==> config.mk <==
export PLATFORM = sky130hd
export DESIGN_NAME = ulpi_phy_latch_carkit_regs
export DESIGN_NICKNAME = d
export VERILOG_FILES = /design/src/accessory_regs_pkg.sv /design/src/ulpi_phy_latch_carkit_regs.sv
export VERILOG_INCLUDE_DIRS = /design/src
export SDC_FILE = /design/constraint.sdc
export NUM_CORES = 1
export LEC_CHECK = 0
export BUFFER_PORTS_ARGS = -buffer_cell sky130_fd_sc_hd__clkbuf_2
export CAP_MARGIN = 15
export CORE_MARGIN = 3
export CORE_UTILIZATION = 30
export DETAILED_ROUTE_END_ITERATION = 6
export GPL_ROUTABILITY_DRIVEN = 0
export GPL_TIMING_DRIVEN = 0
export SLEW_MARGIN = 40
export SYNTH_ARGS = -nofsm -noshare
export SYNTH_HDL_FRONTEND = slang
export SYNTH_SLANG_ARGS = --single-unit
==> constraint.sdc <==
create_clock -name clk -period 3.6 [get_ports clk]
set_input_delay 0.54 -clock clk [delete_from_list [all_inputs] [get_ports clk]]
set_output_delay 0.54 -clock clk [all_outputs]
set_load 0.01 [all_outputs]
==> src/accessory_regs_defs.svh <==
// Constants for the latch, debug, scratch and accessory register slice.
// Assumes the includer sits in the ULPI clock domain and uses these names only.
`ifndef ACCESSORY_REGS_DEFS_SVH
`define ACCESSORY_REGS_DEFS_SVH
`define ADDR_EVENT_LATCH   6'h14
`define ADDR_LINE_STATE    6'h15
`define ADDR_SCRATCH       6'h16
`define ADDR_ACC_CTRL      6'h19
`define ADDR_ACC_IRQ_EN    6'h1d
`define RESET_BYTE         8'h00
`define LATCH_MASK         8'h1f
`define LINE_STATE_MASK    8'h03
`define IRQ_EN_WRITE_MASK  8'h67
`define CTRL_WRITE_MASK    8'hfe
`define BIT_ID_GND_DRIVE   1
`define BIT_TX_ROUTE       2
`define BIT_RX_ROUTE       3
`define BIT_LEFT_AUDIO     4
`define BIT_RIGHT_AUDIO    5
`define BIT_MIC            6
`define BIT_DATA2_TRISTATE 7
`define BIT_IRQ_FLOAT_BEG  0
`define BIT_IRQ_FLOAT_END  1
`define BIT_IRQ_VDAT       2
`define BIT_IRQ_RID        5
`define NUM_ASYNC          11
`endif

==> src/accessory_regs_pkg.sv <==
// Types shared by the register slice.
// Assumes accessory_regs_defs.svh supplies the numeric constants.
package accessory_regs_pkg;
    typedef logic [7:0] reg_byte_t;
    typedef logic [5:0] reg_addr_t;
    typedef enum logic [1:0] {OP_WRITE, OP_SET, OP_CLEAR, OP_NONE} alias_op_t;
endpackage : accessory_regs_pkg

==> src/ulpi_phy_latch_carkit_regs.sv <==
// Event latch, line-state debug, scratch and accessory control/interrupt registers.
// Assumes register accesses arrive already unpacked from the ULPI register
// protocol as one-cycle read/write strobes in the ULPI clock domain.
`timescale 1ns/10ps
`include "accessory_regs_defs.svh"
module ulpi_phy_latch_carkit_regs (
    input  wire logic                          clk,                 // ULPI clock, 125 MHz
    input  wire logic                          rst,                 // Sync reset, active high
    input  wire accessory_regs_pkg::reg_addr_t reg_addr,            // Register address
    input  wire accessory_regs_pkg::reg_byte_t reg_wdata,           // Write data
    input  wire logic                          reg_write,           // Write strobe, one cycle
    input  wire logic                          reg_read,            // Read strobe, one cycle
    output logic                               reg_rvalid,          // Read data valid, one cycle
    output accessory_regs_pkg::reg_byte_t      reg_rdata,           // Read data, registered
    input  wire logic [4:0]                    rise_enable,         // Rising enables, same clock
    input  wire logic [4:0]                    fall_enable,         // Falling enables, same clock
    input  wire logic                          host_role,           // Device acts as host
    input  wire logic                          accessory_mode_select, // Accessory mode bit
    input  wire logic                          vendor_rid_irq_enable, // Vendor copy of enable
    input  wire logic [4:0]                    utmi_status,         // Async: hd,vb,sv,se,idg
    input  wire logic [1:0]                    line_state,          // Async line state
    input  wire logic                          id_float,            // Async ID floating
    input  wire logic                          vdat_det,            // Async DP voltage detect
    input  wire logic                          id_resistor_conversion_complete, // Async
    input  wire logic                          dp_in,               // Async DP level (UART rx)
    input  wire logic                          data0_in,            // Data line 0 (UART tx)
    output logic                               data1_out,           // Data line 1 value
    output logic                               data1_oe,            // Data line 1 enable
    output logic                               data2_out,           // Data line 2 value
    output logic                               data2_oe,            // Data line 2 enable
    output logic                               dm_out,              // UART tx driven on DM
    output logic                               dm_oe,               // DM driver enable
    output logic                               uart_tx_to_dm,       // Switch: tx to DM
    output logic                               uart_rx_from_dp,     // Switch: DP to rx
    output logic                               left_speaker_pin,    // Switch: DM to left
    output logic                               right_speaker_pin,   // Switch: DP to right
    output logic                               left_speaker_data,   // UART data on left
    output logic                               right_speaker_data,  // UART data on right
    output logic                               se_receiver_disable, // Single-ended rx off
    output logic                               id_pin_ground_drive, // Ground the ID pin
    output logic                               alt_int,             // Alt interrupt for RXCMD
    input  wire logic                          alt_int_ack          // RXCMD carrying it sent
);
    import accessory_regs_pkg::*;

    // Apply a write, set or clear alias to a stored byte
    function automatic reg_byte_t alias_apply(input reg_byte_t cur, input reg_byte_t wd,
                                              input alias_op_t op);
        unique case (op)
            OP_WRITE: alias_apply = wd;
            OP_SET:   alias_apply = cur | wd;
            OP_CLEAR: alias_apply = cur & ~wd;
            OP_NONE:  alias_apply = cur;
        endcase
    endfunction : alias_apply

    // Decode the alias offset of a three-address register group
    function automatic alias_op_t alias_decode(input reg_addr_t a, input reg_addr_t base);
        if (a == base)
            alias_decode = OP_WRITE;
        else if (a == base + 6'h01)
            alias_decode = OP_SET;
        else if (a == base + 6'h02)
            alias_decode = OP_CLEAR;
        else
            alias_decode = OP_NONE;
    endfunction : alias_decode

    // Three-stage synchronisers; a change is accepted once stages two and three agree
    logic [`NUM_ASYNC-1:0] sync1_r, sync2_r, sync3_r, filt_r, filt_prev_r;
    wire  [`NUM_ASYNC-1:0] async_in = {dp_in, id_resistor_conversion_complete, vdat_det,
                                       id_float, line_state, utmi_status};
    genvar gi;
    generate
        for (gi = 0; gi < `NUM_ASYNC; gi++) begin : g_sync
            always_ff @(posedge clk) begin
                if (rst) begin
                    sync1_r[gi]     <= 1'b0;
                    sync2_r[gi]     <= 1'b0;
                    sync3_r[gi]     <= 1'b0;
                    filt_r[gi]      <= 1'b0;
                    filt_prev_r[gi] <= 1'b0;
                end else begin
                    sync1_r[gi]     <= async_in[gi];
                    sync2_r[gi]     <= sync1_r[gi];
                    sync3_r[gi]     <= sync2_r[gi];
                    filt_prev_r[gi] <= filt_r[gi];
                    if (sync2_r[gi] == sync3_r[gi])
                        filt_r[gi] <= sync3_r[gi];
                end
            end
        end
    endgenerate

    // Filtered sources and their edges
    wire [4:0] status_now   = filt_r[4:0];
    wire [4:0] status_rise  = filt_r[4:0] & ~filt_prev_r[4:0];
    wire [4:0] status_fall  = ~filt_r[4:0] & filt_prev_r[4:0];
    wire [1:0] line_now     = filt_r[6:5];
    wire       float_rise   = filt_r[7] & ~filt_prev_r[7];
    wire       float_fall   = ~filt_r[7] & filt_prev_r[7];
    wire       vdat_change  = filt_r[8] ^ filt_prev_r[8];
    wire       rid_rise     = filt_r[9] & ~filt_prev_r[9];
    wire       dp_now       = filt_r[10];

    // Register state
    reg_byte_t latch_r, scratch_r, ctrl_r, irq_en_r;
    reg_byte_t latch_nxt, scratch_nxt, ctrl_nxt, irq_en_nxt, rdata_nxt;
    logic      alt_int_r, alt_int_nxt;

    // Access decode
    wire alias_op_t scratch_op = reg_write ? alias_decode(reg_addr, `ADDR_SCRATCH)
                                           : OP_NONE;
    wire alias_op_t ctrl_op    = reg_write ? alias_decode(reg_addr, `ADDR_ACC_CTRL)
                                           : OP_NONE;
    wire alias_op_t irq_op     = reg_write ? alias_decode(reg_addr, `ADDR_ACC_IRQ_EN)
                                           : OP_NONE;
    wire latch_read = reg_read && (reg_addr == `ADDR_EVENT_LATCH);

    // Unmasked events; host-disconnect only counts in the host role
    wire [4:0] unmasked  = (status_rise & rise_enable) | (status_fall & fall_enable);
    wire [4:0] latch_set = {unmasked[4:1], unmasked[0] & host_role};

    // Set wins over the read-clear so an event in the read cycle survives
    assign latch_nxt   = ((latch_read ? `RESET_BYTE : latch_r) | {3'b000, latch_set})
                         & `LATCH_MASK;
    assign scratch_nxt = alias_apply(scratch_r, reg_wdata, scratch_op);
    assign ctrl_nxt    = alias_apply(ctrl_r, reg_wdata, ctrl_op) & `CTRL_WRITE_MASK;
    assign irq_en_nxt  = alias_apply(irq_en_r, reg_wdata, irq_op)
                         & `IRQ_EN_WRITE_MASK;

    // Carkit interrupt sources gated by their enables
    wire rid_enabled = irq_en_r[`BIT_IRQ_RID] | vendor_rid_irq_enable;
    wire alt_event   = (float_rise & irq_en_r[`BIT_IRQ_FLOAT_BEG])
                     | (float_fall & irq_en_r[`BIT_IRQ_FLOAT_END])
                     | (vdat_change & irq_en_r[`BIT_IRQ_VDAT])
                     | (rid_rise & rid_enabled);
    // A new event in the acknowledge cycle keeps the flag up
    assign alt_int_nxt = alt_event | (alt_int_r & ~alt_int_ack);

    // Read mux; unmapped addresses read zero
    always_comb begin
        unique case (reg_addr)
            `ADDR_EVENT_LATCH:                  rdata_nxt = latch_r;
            `ADDR_LINE_STATE:                   rdata_nxt = {6'h00, line_now};
            `ADDR_SCRATCH, `ADDR_SCRATCH + 6'h01,
            `ADDR_SCRATCH + 6'h02:              rdata_nxt = scratch_r;
            `ADDR_ACC_CTRL, `ADDR_ACC_CTRL + 6'h01,
            `ADDR_ACC_CTRL + 6'h02:             rdata_nxt = ctrl_r;
            `ADDR_ACC_IRQ_EN, `ADDR_ACC_IRQ_EN + 6'h01,
            `ADDR_ACC_IRQ_EN + 6'h02:           rdata_nxt = irq_en_r;
            default:                            rdata_nxt = `RESET_BYTE;
        endcase
    end

    // State registers
    always_ff @(posedge clk) begin
        if (rst) begin
            latch_r    <= `RESET_BYTE;
            scratch_r  <= `RESET_BYTE;
            ctrl_r     <= `RESET_BYTE;
            irq_en_r   <= `RESET_BYTE;
            alt_int_r  <= 1'b0;
            reg_rdata  <= `RESET_BYTE;
            reg_rvalid <= 1'b0;
        end else begin
            latch_r    <= latch_nxt;
            scratch_r  <= scratch_nxt;
            ctrl_r     <= ctrl_nxt;
            irq_en_r   <= irq_en_nxt;
            alt_int_r  <= alt_int_nxt;
            reg_rvalid <= reg_read;
            if (reg_read)
                reg_rdata <= rdata_nxt;
        end
    end

    // Switch steering from the control byte
    wire tx_en    = ctrl_r[`BIT_TX_ROUTE];
    wire rx_en    = ctrl_r[`BIT_RX_ROUTE];
    wire left_en  = ctrl_r[`BIT_LEFT_AUDIO];
    wire right_en = ctrl_r[`BIT_RIGHT_AUDIO] | ctrl_r[`BIT_MIC];
    wire uart_on  = accessory_mode_select & (tx_en | rx_en);
    // The switch outputs follow the routing bits at once; only dm_oe, data1_oe, data2_oe and the speaker
    // data wait for accessory mode, and the link programs the bits before the mode bit
    assign uart_tx_to_dm       = tx_en;
    assign dm_out              = data0_in;
    assign dm_oe               = accessory_mode_select & tx_en;
    assign uart_rx_from_dp     = rx_en;
    assign data1_out           = rx_en ? dp_now : 1'b1;
    assign data1_oe            = accessory_mode_select;
    assign data2_out           = 1'b0;
    assign data2_oe            = accessory_mode_select & ~ctrl_r[`BIT_DATA2_TRISTATE];
    assign left_speaker_pin    = left_en;
    assign right_speaker_pin   = right_en;
    assign left_speaker_data   = uart_on & left_en & data0_in;
    assign right_speaker_data  = uart_on & right_en & dp_now;
    // Audio switches load the lines, so the comparators would see garbage
    assign se_receiver_disable = left_en | right_en;
    assign id_pin_ground_drive = ctrl_r[`BIT_ID_GND_DRIVE];
    assign alt_int             = alt_int_r;
endmodule : ulpi_phy_latch_carkit_regs

==> results.json, run 1 <==
{
  "outcome": "finished, final reports clean",
  "finalHoldViolations": 0,
  "worst_path_clk_slew_ns": 0.06,
  "layout-drive-gt1-share_pct": 20.9,
  "flop2flop_setup_slack_ns": 2.45,
  "final-setup-viol-count": 0,
  "critPathBufInv": 3,
  "die_area_um2": 12900,
  "synth_most_common_cell": "sky130_fd_sc_hd__dfxtp_1",
  "grt_start_max_net_pins": 14,
  "drt_drc_violations_left": 0,
  "post-dp-hpwl_um": 6420,
  "total_leakage_power_nw": 1.64,
  "ys_warn_count": 0,
  "rsz0062_at_grt": "false",
  "flow.area_growth_from_synthesis_pct": 23.8,
  "max_cap_viol_count": 0,
  "worst_slew_slack_as_a_fraction_of_its_limit_pct": 57.1,
  "syn-num-nets": 432,
  "insertion_delay_ns": 0.33,
  "critPathMaxStageDelay_ns": 0.37,
  "fin_area_um2": 4290,
  "class_of_the_tightest_hold_or_removal_check": "in2reg",
  "io_buffer_count": 64,
  "insertedDiodeCount": 0,
  "cts_made_buffers": 9,
  "fin_skew_ns": 0.00442,
  "gr_usage_total_pct": 13.6,
  "initial_antenna_violation_count": 0,
  "layout_min_cycle_time_ns": 2.64,
  "max_freq_mhz": 378,
  "whs_path_depth": 2,
  "cts_post_setup_buffers_inserted": 0,
  "die_width_um": 113,
  "yosysUniqueCellTypes": 46,
  "yosys-top-cells-area": "sky130_fd_sc_hd__dfxtp_1 (50%), sky130_fd_sc_hd__nor2b_1 (8.5%), sky130_fd_sc_hd__a21oi_1 (4.9%), sky130_fd_sc_hd__o21ai_0 (4.6%), sky130_fd_sc_hd__nor2_1 (3.7%)",
  "stdcell_count": 605,
  "floorplan.rows": 38,
  "multiInputGateArea_um2": 1610,
  "seqCellArea_um2": 1740,
  "route.antenna.remaining_nets": 0,
  "finish.net_count": 507,
  "drt_wl_total_um": 8690,
  "cts_tree": "yes",
  "clock_tree.buffer_depth": 2,
  "h_tree_depth": 3,
  "wire_length_of_the_first_global_routing_pass_um": 13800,
  "dpl_cell_area_um2": 3960,
  "path_max_fanout": 10,
  "crit_family": "compound AO/OA/AOI/OAI gates",
  "synth_sequential_area_ratio_pct": 50.3,
  "critical_path_data_arrival_time_ns": 2.85,
  "worst_setup_path_end_kind": "flip-flop",
  "post-route-period-util_pct": 73.5,
  "initial_utilization_pct": 31.3,
  "chipHeight_um": 113,
  "worst-path-stages": 10,
  "post_cts_hold_buffer_count": 0,
  "via_count_of_the_first_global_routing_pass": 2786,
  "slew_viol_final": 0,
  "avgViaCountPerCell": 4.90,
  "clockRootBuffer": "sky130_fd_sc_hd__clkbuf_16",
  "wl_per_cell_um": 14.4,
  "synth_common_cells": "sky130_fd_sc_hd__dfxtp_1 (87), sky130_fd_sc_hd__nor2b_1 (47), sky130_fd_sc_hd__a21oi_1 (34), sky130_fd_sc_hd__nor2_1 (34), sky130_fd_sc_hd__o21ai_0 (32)",
  "syn-mean-instance-area_um2": 9.00,
  "vias_after_detailed_routing": 2967,
  "worstMarginPinSlew_ns": 0.638,
  "tritoncts_num_sinks": 87,
  "critPathLaunchType": "input port",
  "synthesis.instances": 385,
  "power_density_relative_to_cell_area_nw_per_um2": 494,
  "core_area_um2": 11100,
  "netlist_area_um2": 3460,
  "inst_count_dp": 589,
  "synth_top_cell_area_share_pct": 50.3,
  "fin_setup_tns_ns": 0,
  "synth_enable_flop_cells": 0,
  "synth_async_sr_flop_share_pct": 0,
  "drt-pass1-iter-count": 4,
  "ff2ff_path_depth": 3,
  "ioPinCount": 68,
  "overflow": 0,
  "slowest_stage": "sky130_fd_sc_hd__ha_1",
  "postCtsResizedCells": 0,
  "critPathKind": "in2reg",
  "register_bit_count_reported_by_yosys": 87,
  "crit_chain": "clkbuf_2 -> buf_2 -> nand2b_1 -> or2_2 -> a211o_1 -> ha_1 -> clkbuf_1 -> a21oi_1 -> a22oi_1 -> nor2_1",
  "critPathRequiredTime_ns": 3.80,
  "first_iter_violations": 128,
  "synth_largest_area_cell": "sky130_fd_sc_hd__dfxtp_1",
  "worst_ir_drop_vdd_mv": 0.281,
  "dominantRegCellSynth": "sky130_fd_sc_hd__dfxtp_1",
  "filler_cell_count": 1140
}
-- cell type report --
class | instances | share of cell area (%)
clock buffer | 13 | 6.07
buffer | 19 | 2.16
sequential | 87 | 40.6
tap | 140 | 4.08
multi-input combinational | 272 | 37.5
clock inverter | 3 | 1.52
inverter | 7 | 0.612
timing repair buffer | 64 | 7.47
-- path summary, 6_finish.rpt --
| path | from | end |
|---|---|---|
| worst min-delay path | id_float | sync1_r[7] |
| worst max-delay path | reg_addr[2] | scratch_r[6] |
| worst max register to register | filt_r[8] | alt_int |
| worst min register to register | sync1_r[6] | sync2_r[6] |
-- state kept, by name, indices dropped and copies added (netlist names) --
name	cells
sync1_r	11
sync2_r	11
sync3_r	11
filt_r	10
filt_prev_r	8
reg_rdata	8
scratch_r	8
ctrl_r	7
irq_en_r	5
latch_r	5
alt_int	1
dp_now	1
reg_rvalid	1
-- logic make-up (layout without fill, tap and decap cells) --
logic type,count (synthesis),count (layout),synth area share (%)
compound gates,98,98,17.4
xor+xnor,7,7,1.77
fa+ha+maj,3,3,1.08
buf+inv,26,106,3.43
flops,87,87,50.3
mux,5,5,1.59
other cells,1,1,0.108
simple gates,158,158,24.3
-- through the flow --
step | util, % | setup WS [ns] | power (W) | hold WS, ns
3_3_place_gp | 35.7 | 0.685 | 0.00113 | 0.420
4_1_cts | 38.7 | 0.999 | 0.00215 | 0.404
5_1_grt | 38.7 | 0.771 | 0.00220 | 0.410
2_1_floorplan | - | 1.06 | 0.00108 | 0.414
6_report | 38.7 | 0.955 | 0.00212 | 0.414
3_5_place_dp | 35.7 | 0.658 | 0.00114 | 0.421
-- power by group --
| part | internal, W | switching, W |
|---|---|---|
| logic | 0.0000511 | 0.0000744 |
| registers | 0.000982 | 0.00000779 |
| clock network | 0.000645 | 0.000360 |
-- layer usage --
metal  global-route usage, %  vias to the layer above  part of all wire [%]
li1                        -                     1484                     -
met1                    17.6                     1369                    46
met2                    21.7                      104                    46
met3                    3.87                       10                   7.0
met4                    5.13                        0                   1.4
met5                       0                        -                     0
-- placed cells by master, fill, tap and decap left out, types with 6 or more instances in the layout --
cell,n
sky130_fd_sc_hd__a21oi_1,34
sky130_fd_sc_hd__a31oi_1,8
sky130_fd_sc_hd__a32o_1,7
sky130_fd_sc_hd__clkbuf_1,11
sky130_fd_sc_hd__clkbuf_16,9
sky130_fd_sc_hd__clkbuf_2,64
sky130_fd_sc_hd__dfxtp_1,87
sky130_fd_sc_hd__inv_1,6
sky130_fd_sc_hd__nand2_1,27
sky130_fd_sc_hd__nand2b_1,9
sky130_fd_sc_hd__nand3b_1,8
sky130_fd_sc_hd__nor2_1,34
sky130_fd_sc_hd__nor2b_1,47
sky130_fd_sc_hd__nor3_1,19
sky130_fd_sc_hd__o21ai_0,32
sky130_fd_sc_hd__xor2_1,6
Note: power is estimated with default switching activity, not from simulation.
==> run 2: changes to the inputs <==
clock period = 2.56 ns   (was 3.6 ns; I/O delays follow)
==> results.json, run 2 (same netlist as run 1, synthesis figures left out) <==
{
  "layout.cells.most_common": "sky130_fd_sc_hd__dfxtp_1",
  "most-common-layout-cells": "sky130_fd_sc_hd__dfxtp_1 (87), sky130_fd_sc_hd__clkbuf_2 (65), sky130_fd_sc_hd__nor2b_1 (47)",
  "clockRootBuffer": "sky130_fd_sc_hd__clkbuf_16",
  "cts_made_buffers": 9,
  "die_area_um2": 12900,
  "class_of_the_tightest_hold_or_removal_check": "in2reg",
  "seq_power_share_pct": 46.7,
  "biggestRegsByFlops": "sync1_r: 11 flops, sync2_r: 11 flops, sync3_r: 11 flops",
  "cts_tree": "yes",
  "overflow": 0,
  "h_tree_depth": 3,
  "critPathRequiredTime_ns": 2.77,
  "path_max_fanout": 10,
  "p_int_w": 0.00236,
  "critPathLaunchType": "input port",
  "flop2flop_setup_slack_ns": 1.41,
  "first_iter_violations": 137,
  "rr_endpoint": "alt_int",
  "critPathKind": "in2reg",
  "ff2ff_path_depth": 3,
  "rsz0062_at_grt": "false",
  "whs_ns": 0.258,
  "finalHoldViolations": 0,
  "final-setup-viol-count": 0,
  "floorplan.rows": 38,
  "max_cap_viol_count": 0,
  "clock_tree.buffer_depth": 2,
  "wl_per_cell_um": 14.3,
  "layout-drive-gt1-share_pct": 21.1,
  "avgViaCountPerCell": 4.90,
  "drt_wl_total_um": 8660,
  "flow.area_growth_from_synthesis_pct": 23.9,
  "gr_usage_total_pct": 13.6,
  "inst_count_dp": 589,
  "initial_antenna_violation_count": 0,
  "worst_ir_drop_vdd_mv": 0.395,
  "worstMarginPinSlew_ns": 0.681,
  "vias_after_detailed_routing": 2965,
  "fin_skew_ns": 0.00442,
  "drt-pass1-iter-count": 5,
  "max_freq_mhz": 425,
  "filler_cell_count": 1140,
  "core_area_um2": 11100,
  "via_count_of_the_first_global_routing_pass": 2786,
  "wire_length_of_the_first_global_routing_pass_um": 13800,
  "preCtsSetupSlack_ns": -0.226,
  "crit_path_end": "scratch_r[7]",
  "post-dp-hpwl_um": 6420,
  "insertion_delay_ns": 0.33,
  "outcome": "finished, final reports clean",
  "io_buffer_count": 64,
  "clkPwrFrac_pct": 47.4,
  "power.share.combinational_pct": 5.9,
  "finish.net_count": 507,
  "post-route-period-util_pct": 92.0,
  "stdcell_count": 605,
  "worst_slew_slack_as_a_fraction_of_its_limit_pct": 54.3,
  "tritoncts_num_sinks": 87,
  "worst_setup_path_end_kind": "flip-flop",
  "power_density_relative_to_cell_area_nw_per_um2": 695,
  "total_leakage_power_nw": 1.64,
  "initial_utilization_pct": 31.3,
  "drt_drc_violations_left": 0,
  "layout_setup_ws_ns": 0.206,
  "ioPinCount": 68,
  "critical_path_data_arrival_time_ns": 2.56,
  "insertedDiodeCount": 0,
  "critPathLaunch": "reg_addr[2]",
  "post_cts_hold_buffer_count": 0,
  "die_width_um": 113,
  "layout_min_cycle_time_ns": 2.35,
  "worst_path_clk_slew_ns": 0.06,
  "slew_viol_final": 0,
  "chipHeight_um": 113,
  "route.antenna.remaining_nets": 0,
  "p_sw_w": 0.000622,
  "grt_start_max_net_pins": 14,
  "p_sw_share_pct": 20.9,
  "worstReg2RegStart": "filt_r[8]"
}
run 2: cell counts in the layout (fill, tap and decap cells not counted):
Identical to the previous run, type by type.
run 2: repair_timing:
item	in CTS	in global routing
endpoints found under the setup margin	0	6
hold endpoints to repair	0	0
buffers inserted	0	0
resized for setup	0	2
run 2: power by group through the flow:
stage          logic (W)  clock network (W)  registers (W)
2_1_floorplan  0.0000969                  0        0.00142
3_3_place_gp    0.000173                  0        0.00142
3_5_place_dp    0.000175                  0        0.00142
4_1_cts         0.000176            0.00145        0.00139
5_1_grt         0.000195            0.00150        0.00139
6_report        0.000176            0.00141        0.00139
run 2: area by class of cell:
type                            count  area (µm²)  area share (%)
Sequential cell                    87        1740            40.6
Tap cell                          140         175            4.08
Buffer                             19        93.8            2.19
Multi-Input combinational cell    272        1610            37.5
Inverter                            7        26.3           0.612
Timing Repair Buffer               64         320            7.46
Clock inverter                      3        65.1            1.52
Clock buffer                       13         260            6.06
run 2: layer usage:
metal	part of all wire, %	global-route usage, %
met1	46	17.6
met2	45	21.7
met3	7.5	3.87
met4	1.6	5.13
met5	0	0
run 2: metrics by stage:
stage               TNS [ns]  total power (W)  utilization (%)  area, µm²
floorplan                  0          0.00152                -       3460
global placement      -0.972          0.00159             35.7       3960
detailed placement     -1.25          0.00160             35.7       3960
CTS                        0          0.00302             38.7       4290
global route               0          0.00309             38.7       4290
finish                     0          0.00298             38.7       4290
run 2: how the worst min path moves through the flow:
| stage | startpoint | endpoint | slack, ns | cells after the start |
|---|---|---|---|---|
| after floorplan | sync1_r[0] | sync2_r[0] | 0.41 | 1 |
| after global placement | sync1_r[4] | sync2_r[4] | 0.42 | 1 |
| after detailed placement | sync1_r[1] | sync2_r[1] | 0.42 | 1 |
| after CTS | utmi_status[4] | sync1_r[4] | 0.25 | 2 |
| after global routing | id_float | sync1_r[7] | 0.25 | 2 |
| final | id_float | sync1_r[7] | 0.26 | 2 |
run 2: critical path: stages:
cell	delay [ns]
sky130_fd_sc_hd__clkbuf_2	0.10
sky130_fd_sc_hd__buf_2	0.19
sky130_fd_sc_hd__nand2b_1	0.22
sky130_fd_sc_hd__or2_2	0.29
sky130_fd_sc_hd__a211o_1	0.35
sky130_fd_sc_hd__ha_1	0.19
sky130_fd_sc_hd__clkbuf_1	0.19
sky130_fd_sc_hd__inv_1	0.25
sky130_fd_sc_hd__o21ai_0	0.13
sky130_fd_sc_hd__a22oi_1	0.19
sky130_fd_sc_hd__nor2_1	0.05
